File: src/board_reset_pkg.sv
/*
 Constants, register map and state encoding for the board reset and
 front-panel control block. Assumes one 40 MHz clock.
*/
package board_reset_pkg;
    localparam int CLK_FREQ_HZ = 40_000_000;
    localparam int SYSRESET_MIN_MS = 200;
    localparam int SYSRESET_CYCLES = SYSRESET_MIN_MS * (CLK_FREQ_HZ / 1000);
    localparam int DEBOUNCE_MS = 10;
    localparam int DEBOUNCE_CYCLES = DEBOUNCE_MS * (CLK_FREQ_HZ / 1000);
    localparam int BUS_TIMEOUT_US = 100;
    localparam int BUS_TIMEOUT_CYCLES = BUS_TIMEOUT_US * (CLK_FREQ_HZ / 1_000_000);
    localparam int CNT_W = 24;
    localparam int TO_W = 13;

    localparam logic [3:0] REG_CONTROL = 4'h0;
    localparam logic [3:0] REG_STATUS = 4'h4;
    localparam logic [3:0] REG_LOC_MON = 4'h8;

    localparam int CTRL_LOCAL_RESET = 0;
    localparam int CTRL_SYS_RESET = 1;
    localparam int CTRL_ABORT_EN = 2;
    localparam logic [2:0] CONTROL_RESET = 3'h0;
    localparam logic [3:0] LOC_MON_RESET = 4'h0;
    localparam logic [5:0] SYNC_RESET = 6'h2F;

    localparam logic [1:0] SPACE_A32 = 2'h0;
    localparam logic [1:0] SPACE_A16 = 2'h1;
    localparam logic [1:0] SPACE_A24 = 2'h2;
    localparam logic [15:0] A16_TOP = 16'hFFFF;
    localparam logic [7:0] A24_TOP = 8'hF0;

    typedef enum logic [1:0] {
        SR_IDLE = 2'h0,
        SR_HOLD = 2'h1,
        SR_DRAIN = 2'h3
    } sysrst_state_e;
endpackage : board_reset_pkg

File: src/board_reset_ctrl.sv
/*
 Board reset generation, backplane system reset, abort interrupt,
 front-panel lamps, location monitors and backplane timeout.
 Assumes pins are asynchronous and bus-side status comes from core_clk_in logic.
*/
// Decided for this implementation: the address map and the plain strobed port.
`timescale 1ns/10ps
`default_nettype none
module board_reset_ctrl
    import board_reset_pkg::*;
#(
    parameter int SYSRESET_LEN = SYSRESET_CYCLES,
    parameter int DEBOUNCE_LEN = DEBOUNCE_CYCLES
) (
    input wire logic core_clk_in,
    input wire logic rst_in,
    input wire logic ce_in,
    input wire logic [3:0] reg_addr_in,
    input wire logic [31:0] reg_wdata_in,
    input wire logic reg_wr_in,
    input wire logic reg_rd_in,
    output logic [31:0] reg_rdata_out,
    input wire logic reset_button_n_in,
    input wire logic abort_button_n_in,
    input wire logic sys_ctrl_strap_n_in,
    input wire logic sysreset_n_in,
    output logic sysreset_n_out,
    output logic sysreset_oe_n_out,
    input wire logic watchdog_timeout_in,
    input wire logic board_failure_signal_in,
    input wire logic cpu_cycle_status_n_in,
    input wire logic lan_bus_master_in,
    input wire logic scsi_bus_master_in,
    input wire logic vme_master_cycle_in,
    input wire logic vme_slave_access_in,
    input wire logic vme_cycle_pending_in,
    input wire logic vme_cycle_ack_in,
    input wire logic [31:0] vme_access_addr_in,
    output logic board_reset_out,
    output logic memory_reset_out,
    output logic nmi_out,
    output logic fail_lamp_out,
    output logic controller_role_lamp_out,
    output logic run_lamp_out,
    output logic lan_lamp_out,
    output logic scsi_lamp_out,
    output logic vme_lamp_out,
    output logic bus_timeout_out,
    output logic [1:0] vme_addr_space_out,
    output logic [3:0] loc_monitor_out
);
    // ------------------------------------------------------------
    // Functions
    // ------------------------------------------------------------
    function automatic logic [CNT_W:0] debounce_next(
        input logic raw,
        input logic state,
        input logic [CNT_W-1:0] cnt,
        input logic [CNT_W-1:0] limit
    );
        logic [CNT_W:0] res;
        res = {state, {CNT_W{1'b0}}};
        if (raw != state) begin
            if (cnt == limit - 1'b1) begin
                res = {raw, {CNT_W{1'b0}}};
            end else begin
                res = {state, cnt + 1'b1};
            end
        end
        return res;
    endfunction : debounce_next

    function automatic logic [1:0] addr_space(input logic [31:0] addr);
        logic [1:0] sp;
        sp = SPACE_A32;
        if (addr[31:16] == A16_TOP) begin
            sp = SPACE_A16;
        end else if (addr[31:24] == A24_TOP) begin
            sp = SPACE_A24;
        end
        return sp;
    endfunction : addr_space

    // ------------------------------------------------------------
    // Pin synchronisers
    // ------------------------------------------------------------
    logic [5:0] sync1;
    logic [5:0] sync2;
    always_ff @(posedge core_clk_in) begin
        if (rst_in) begin
            sync1 <= SYNC_RESET;
            sync2 <= SYNC_RESET;
        end else if (ce_in) begin
            sync1 <= {cpu_cycle_status_n_in, board_failure_signal_in, sysreset_n_in,
                      sys_ctrl_strap_n_in, abort_button_n_in, reset_button_n_in};
            sync2 <= sync1;
        end
    end

    logic sys_ctrl;
    logic sysrst_seen;
    assign sys_ctrl = ~sync2[2];
    assign sysrst_seen = ~sync2[3];

    // ------------------------------------------------------------
    // Button debouncers
    // ------------------------------------------------------------
    logic btn_db, next_btn_db, abt_db, next_abt_db;
    logic [CNT_W-1:0] btn_cnt, next_btn_cnt, abt_cnt, next_abt_cnt;
    always_comb begin
        {next_btn_db, next_btn_cnt} = debounce_next(~sync2[0], btn_db, btn_cnt,
                                                    CNT_W'(DEBOUNCE_LEN));
        {next_abt_db, next_abt_cnt} = debounce_next(~sync2[1], abt_db, abt_cnt,
                                                    CNT_W'(DEBOUNCE_LEN));
    end
    always_ff @(posedge core_clk_in) begin
        if (rst_in) begin
            btn_db <= 1'b0;
            btn_cnt <= '0;
            abt_db <= 1'b0;
            abt_cnt <= '0;
        end else if (ce_in) begin
            btn_db <= next_btn_db;
            btn_cnt <= next_btn_cnt;
            abt_db <= next_abt_db;
            abt_cnt <= next_abt_cnt;
        end
    end

    // ------------------------------------------------------------
    // Software registers
    // ------------------------------------------------------------
    logic [2:0] control, next_control;
    logic [3:0] loc_mon, next_loc_mon;
    logic [31:0] next_rdata;
    sysrst_state_e sr_state, next_sr_state;
    always_comb begin
        next_control = control;
        next_loc_mon = loc_mon;
        next_rdata = 32'h0000_0000;
        if (reg_wr_in) begin
            case (reg_addr_in)
                REG_CONTROL: next_control = reg_wdata_in[2:0];
                REG_LOC_MON: next_loc_mon = reg_wdata_in[3:0];
                default: ;
            endcase
        end
        if (reg_rd_in) begin
            case (reg_addr_in)
                REG_CONTROL: next_rdata = {29'h0, control};
                REG_STATUS: next_rdata = {27'h0, sysrst_seen, abt_db,
                                          sr_state != SR_IDLE, board_reset_out, sys_ctrl};
                REG_LOC_MON: next_rdata = {28'h0, loc_mon};
                default: next_rdata = 32'h0000_0000;
            endcase
        end
    end
    always_ff @(posedge core_clk_in) begin
        if (rst_in) begin
            control <= CONTROL_RESET;
            loc_mon <= LOC_MON_RESET;
            reg_rdata_out <= 32'h0000_0000;
        end else if (ce_in) begin
            control <= next_control;
            loc_mon <= next_loc_mon;
            reg_rdata_out <= next_rdata;
        end
    end

    // ------------------------------------------------------------
    // System reset sequencer
    // ------------------------------------------------------------
    logic pwr_pending, next_pwr_pending;
    logic [CNT_W-1:0] sr_cnt, next_sr_cnt;
    logic sr_src;
    logic sr_done;
    // Power-up start waits until the strap has crossed the synchronisers
    logic [1:0] sync_fill, next_sync_fill;
    logic sync_ready;
    assign sync_ready = sync_fill[1];
    assign sr_src = btn_db | (pwr_pending & sync_ready) | watchdog_timeout_in | control[CTRL_SYS_RESET];
    assign sr_done = sr_cnt == CNT_W'(SYSRESET_LEN - 1);
    always_comb begin
        next_sr_state = sr_state;
        next_sr_cnt = sr_cnt;
        next_pwr_pending = pwr_pending;
        next_sync_fill = {sync_fill[0], 1'b1};
        case (sr_state)
            SR_IDLE: begin
                next_sr_cnt = '0;
                if (sr_src) begin
                    next_sr_state = SR_HOLD;
                    next_pwr_pending = 1'b0;
                end
            end
            SR_HOLD: begin
                next_sr_cnt = sr_cnt + 1'b1;
                if (sr_done) begin
                    next_sr_cnt = '0;
                    next_sr_state = sr_src ? SR_DRAIN : SR_IDLE;
                end
            end
            SR_DRAIN: begin
                if (!sr_src) begin
                    next_sr_state = SR_IDLE;
                end
            end
            default: begin
                next_sr_state = SR_IDLE;
                next_sr_cnt = '0;
            end
        endcase
    end
    always_ff @(posedge core_clk_in) begin
        if (rst_in) begin
            sr_state <= SR_IDLE;
            sr_cnt <= '0;
            pwr_pending <= 1'b1;
            sync_fill <= 2'h0;
        end else if (ce_in) begin
            sr_state <= next_sr_state;
            sync_fill <= next_sync_fill;
            sr_cnt <= next_sr_cnt;
            pwr_pending <= next_pwr_pending;
        end
    end

    // ------------------------------------------------------------
    // Resets, interrupt, lamps and bus status
    // ------------------------------------------------------------
    logic sr_active;
    logic mem_other;
    logic next_drive, next_board_reset, next_mem_reset, next_nmi;
    logic [TO_W-1:0] to_cnt, next_to_cnt;
    logic next_timeout;
    assign sr_active = sr_state != SR_IDLE;
    assign mem_other = pwr_pending | watchdog_timeout_in | sysrst_seen | control[CTRL_LOCAL_RESET];
    always_comb begin
        next_drive = sys_ctrl & sr_active;
        next_board_reset = sr_active | btn_db | mem_other;
        next_mem_reset = mem_other | (sys_ctrl & (sr_active | btn_db));
        next_nmi = abt_db & control[CTRL_ABORT_EN];
        next_to_cnt = '0;
        next_timeout = 1'b0;
        if (vme_cycle_pending_in && !vme_cycle_ack_in && sys_ctrl) begin
            next_to_cnt = to_cnt + 1'b1;
            if (to_cnt == TO_W'(BUS_TIMEOUT_CYCLES - 1)) begin
                next_to_cnt = '0;
                next_timeout = 1'b1;
            end
        end
    end
    always_ff @(posedge core_clk_in) begin
        if (rst_in) begin
            sysreset_n_out <= 1'b1;
            sysreset_oe_n_out <= 1'b1;
            board_reset_out <= 1'b1;
            memory_reset_out <= 1'b1;
            nmi_out <= 1'b0;
            fail_lamp_out <= 1'b0;
            controller_role_lamp_out <= 1'b0;
            run_lamp_out <= 1'b0;
            lan_lamp_out <= 1'b0;
            scsi_lamp_out <= 1'b0;
            vme_lamp_out <= 1'b0;
            bus_timeout_out <= 1'b0;
            to_cnt <= '0;
            vme_addr_space_out <= SPACE_A32;
            loc_monitor_out <= LOC_MON_RESET;
        end else if (ce_in) begin
            sysreset_n_out <= ~next_drive;
            sysreset_oe_n_out <= ~next_drive;
            board_reset_out <= next_board_reset;
            memory_reset_out <= next_mem_reset;
            nmi_out <= next_nmi;
            fail_lamp_out <= sync2[4];
            controller_role_lamp_out <= sys_ctrl;
            run_lamp_out <= ~sync2[5];
            lan_lamp_out <= lan_bus_master_in;
            scsi_lamp_out <= scsi_bus_master_in;
            vme_lamp_out <= vme_master_cycle_in | vme_slave_access_in;
            bus_timeout_out <= next_timeout;
            to_cnt <= next_to_cnt;
            vme_addr_space_out <= addr_space(vme_access_addr_in);
            loc_monitor_out <= loc_mon;
        end
    end
endmodule : board_reset_ctrl
`default_nettype wire

File: config.mk
export PLATFORM = sky130hd
export DESIGN_NAME = board_reset_ctrl
export DESIGN_NICKNAME = d
export VERILOG_FILES = /design/src/board_reset_pkg.sv /design/src/board_reset_ctrl.sv
export SDC_FILE = /design/constraint.sdc
export NUM_CORES = 1
export LEC_CHECK = 0
export ABC_AREA = 1
export BUFFER_PORTS_ARGS = -buffer_cell sky130_fd_sc_hd__buf_4
export CAP_MARGIN = 40
export CORE_ASPECT_RATIO = 1.25
export CORE_UTILIZATION = 45
export CTS_BUF_LIST = sky130_fd_sc_hd__clkbuf_8
export CTS_CLUSTER_SIZE = 14
export DETAILED_ROUTE_END_ITERATION = 6
export GPL_ROUTABILITY_DRIVEN = 1
export PLACE_DENSITY = 0.67
export SYNTH_ARGS = -nofsm -noshare
export SYNTH_HDL_FRONTEND = slang
export SYNTH_SLANG_ARGS = --single-unit
File: constraint.sdc
create_clock -name core_clk_in -period 3.8 [get_ports core_clk_in]
set_clock_uncertainty 0.05 [all_clocks]
set_input_delay 0.19 -clock core_clk_in [delete_from_list [all_inputs] [get_ports core_clk_in]]
set_output_delay 0.19 -clock core_clk_in [all_outputs]
set_load 0.1 [all_outputs]
# --- Yosys cells after proc, flatten, opt, wreduce, memory -nomap -nowiden ---
# Index checks and enable logic that the tools add are counted.
totals:
  reg_bits: 160
  wordCells: 99
op_classes:
  add_sub_neg: 4
  eq_ne: 15
  mux: 19
  bitwise: 21
  n_reduce_logical: 13
op_table:
  columns: ["operator", "n"]
  rows:
  - ["two-way mux 24 bit", 5]
  - ["adder 24 x 1 -> 24 bit (second input constant)", 3]
  - ["equality test 24 x 19 -> 1 bit (second input constant)", 2]
  - ["case mux 24 bit (2 select lines)", 1]
  - ["two-way mux 13 bit", 2]
  - ["equality test 24 x 23 -> 1 bit (second input constant)", 1]
  - ["equality test 16 bit (second input constant)", 1]
  - ["case mux 5 bit (3 select lines)", 1]
  - ["AND reduction 3 bit", 5]
  - ["adder 13 x 1 -> 13 bit (second input constant)", 1]
  - ["equality test 13 x 12 -> 1 bit (second input constant)", 1]
  - ["two-way mux 2 bit", 6]
  - ["OR 1 bit", 10]
  - ["equality test 8 bit (second input constant)", 1]
  - ["NOT 1 bit", 7]
  - ["!= test 2 bit (second input constant)", 3]
  - ["case mux 2 bit (3 select lines)", 1]
  - ["two-way mux 5 bit", 1]
  - ["bitwise AND 1 bit", 4]
  - ["equality test 4 x 3 -> 1 bit (second input constant)", 1]
  - ["equality test 4 bit (second input constant)", 1]
  - ["zero test 4 bit", 1]
  - ["AND reduction 4 bit", 1]
  - ["equality test 2 x 1 -> 1 bit (second input constant)", 1]
  - ["8 further kinds", 11]

# --- Longest topological paths before layout ---
logic_depth:
  word_depth: 7
  mapped_depth: 10
  ltp_nobuf: 10

# --- Worst setup path before layout ---
# OpenSTA, ideal clock, no wires.
synth_timing:
  kind: "reg-to-output"
  startpoint: "register sysreset_oe_n_out"
  endpoint: "output sysreset_oe_n_out"
  arrival_time_ns: 1.374
  required_time_ns: 3.560
  path_slack_ns: 2.186
  stages_incl_launch_ff: 2
  path_buffers: 1
  cell_sequence: "dfxtp_1 buf_4"
synth_rtl:
  columns: ["element", "line", "source"]
  rows:
  - ["from (decl)", "board_reset_ctrl.sv:28", "output logic sysreset_oe_n_out,"]
  - ["from (signal assigned)", "board_reset_ctrl.sv:272", "sysreset_oe_n_out <= ~next_drive;"]
# No word-level cell between the ends.

==> results.txt <==
Max-slew headroom - 53.4%
vias post-DR - 7,185
TritonRoute pass-1 iters - 5
die width - 117 um
crit start category - input pin
clock buffer depth - 2
antenna cells - 0
TritonCTS clock tree - yes
antenna violations before repair - 0
Core Util, Final - 53.1%
Tot Pwr - 0.00318 W
sequential area share after synthesis - 36.0%
gr ovfl total - 0
area of the mapped netlist - 7400 um2
Final Instance Count excl. Fillers - 1,439
P&R area growth vs syn - 15.7%
Synth Area in Simple Gates - 39.9%
Synth Area per Inst - 6.49 um2
CP delay by family, top - buffers and inverters
Vias/cell - 4.99
TNS Setup - 0 ns
fin nets - 1,300
Post-Route WL - 18,200 um
Yosys cell types - 39
Critical Path Most Common Cell - buf_4
crit path cell chain - buf_4 -> inv_2 -> buf_4 -> nor3_1 -> dlygate4sd3_1 -> nor2_1
fmax - 490 MHz
Total GRT Usage - 22.7%
share of cells above drive strength 1 - 12.2%
CORE AREA - 16,100 um2
clock group share of total power - 42.2%
Mapped Cells - 1,140
worst-path fanout max - 53
final setup fails - 0
DP HPWL - 12,600 um
status - completed
kind of critical path - input pin to flip-flop
Initial DRC Count - 402
clk slew on worst S/H paths - 0.08 ns
CTS root buffer - clkbuf_8
Routability Congestion - 0.868
clk sinks - 133
Die Ht - 145 um
largest net degree at the start of global routing - 61
Starting Density - 45.9%
vias in the first global route - 6,605
Syn. warnings - 0
RSZ-0062 raised after global routing - no
Routed wire per std cell - 12.7 um
Compound-Gate Fraction of Synth Area - 9.87%
Skew-Pair Late Insertion Delay - 0.47 ns
post-synthesis xor/xnor area fraction - 2.96%
H-tree depth - 4
sw frac - 28.7%
CP required - 4.15 ns
register area - 2660 um2
maxcap violations - 0
crit path DAT - 2.39 ns
Lkg Pwr - 3.28 nW
DIE AREA - 17,000 um2
crit path time final - 2.04 ns
final hold slack - 0.0195 ns
Critical path buffers and inverters - 4
boundary pin count - 136
Fin. Hold Viols - 0
first-pass GRT wire length - 30,400 um
mux contribution to synthesized area - 0%
part of the power in combinational logic - 12.7%
Port Buffer Count - 64
placed cells - 1,389
Crit path largest cell delay - 0.59 ns
Synth Register Bits - 133
Filler cells - 1,708
Setup Buffers After CTS - 0
worst min path class - input pin to flip-flop
row count - 52
P_int - 0.00227 W
slew of the pin with the lowest slew margin - 0.698 ns
pwr dens - 371 nW/um2
Worst VDD drop - 179 uV
Slew Viols, Final - 0
DRC Markers - 0
largest family of logic cells by synthesized area - simple AND/OR/NAND/NOR gates
area of the multi-input gates - 4050 um2
CP endpoint kind - flip-flop
Num CTS Buffers - 17
largest cells by area after synthesis - dfxtp_1 36%, nand2_1 16%, nor2_1 8.3%, nand3_1 7.0%, a21oi_1 5.7%
Post-Synth Adder-Cell Area - 0.676%
Net Sw Power - 0.000915 W
area leader, netlist - dfxtp_1
CP max-delay cell - buf_4
post-route antenna net violation count - 0
Flop pwr share - 45.1%
area share of the largest cell type after synthesis - 36.0%
fin crit share - 53.7%
[logic make-up after synthesis]
family | Yosys count
flops | 133
compound gates | 138
xor+xnor | 25
other cells | 1
fa+ha+maj | 4
buf+inv | 168
simple gates | 671
[tightest hold or removal path: cells and delay by family]
kind,cells,cell delay (ns)
buf+inv,1,0.08
compound gates,1,0.06
simple gates,2,0.16
[registers in the layout, summed over array words and instances (netlist names), 2 cells and up]
signal and cells:
reg_rdata_out 5, to_cnt 13, loc_mon 4, sync_fill 2, sync1 6, abt_cnt 24
sync2 6, vme_addr_space_out 2, sr_state 2, loc_monitor_out 4, btn_cnt 24, control 3
sr_cnt 24
[per-stage QoR]
step | worst slack [ns] | area (um2)
final | 1.76 | 8570
after global routing | 1.59 | 8570
after CTS | 1.79 | 8570
after detailed placement | 1.73 | 7930
after global placement | 1.73 | 7890
after floorplan | 2.19 | 7500
[layer usage]
metal,routed length (um),vias to the layer above,global-route usage (%)
met5,0,-,0
met4,591,0,8.54
met3,651,39,4.75
met2,8680,162,37.9
met1,8290,3235,28.3
li1,-,3749,-
[cell usage in the layout, fill, tap and decap left out, drive strengths merged]
master and count:
clkinv 3, clkbuf 23, o211ai 1, ha 4, nor2 181, o21bai 6, nor3b 1, bufinv 3
and2 2, a31oi 1, inv 105, dlygate4sd3 18, xor2 16, nor4 1, o21a 1, o21ai 38
conb 27, buf 70, o22ai 2, clkinvlp 3, nor3 33, or2 1, nand3 106, a22oi 1
xnor2 9, nand3b 2, a21o 1, a21oi 87, dfxtp 133, nand4 25, nand2 319
[cell usage after synthesis (all sizes together)]
master,n
o22ai,2
o21bai,6
conb,1
o211ai,1
clkbuf,14
o21ai,38
buf,49
nand2,319
a31oi,1
a21o,1
nor3b,1
nand4,25
a21oi,87
or2,1
nor2,181
xor2,16
and2,2
dfxtp,133
nor3,33
o21a,1
inv,103
nand3,106
a22oi,1
ha,4
nor4,1
xnor2,9
clkinv,2
nand3b,2
[cell type report]
type / instances / area share, %
Sequential cell: 133 / 31.1
Timing Repair Buffer: 88 / 8.56
Clock buffer: 23 / 3.69
Multi-Input combinational cell: 865 / 47.3
Inverter: 105 / 4.60
Tap cell: 216 / 3.15
Clock inverter: 9 / 1.62
[worst paths after layout]
| check | cells past startpoint | endpoint | slack [ns] | start |
|---|---|---|---|---|
| max | 6 | vme_lamp_out | 1.76 | ce_in |
| min | 4 | bus_timeout_out | 0.02 | vme_cycle_ack_in |
| max reg2reg | 8 | sr_cnt[14] | 1.85 | sr_cnt[1] |
| min reg2reg | 1 | run_lamp_out | 0.39 | sync2[5] |
[power groups by stage]
stage	registers (W)	logic, W	clock network [W]
5_1_grt	0.00144	0.000432	0.00142
4_1_cts	0.00143	0.000405	0.00137
3_5_place_dp	0.00147	0.000391	0
3_3_place_gp	0.00147	0.000384	0
2_1_floorplan	0.00153	0.000258	0
6_report	0.00143	0.000405	0.00134
[timing repair]
action                                 4_1_cts  5_1_grt
setup endpoints to repair                    0        0
hold buffers                                18        0
endpoints found under the hold margin       19        0
gates resized for setup                      0        0
Note: power is estimated with default switching activity, not from simulation.
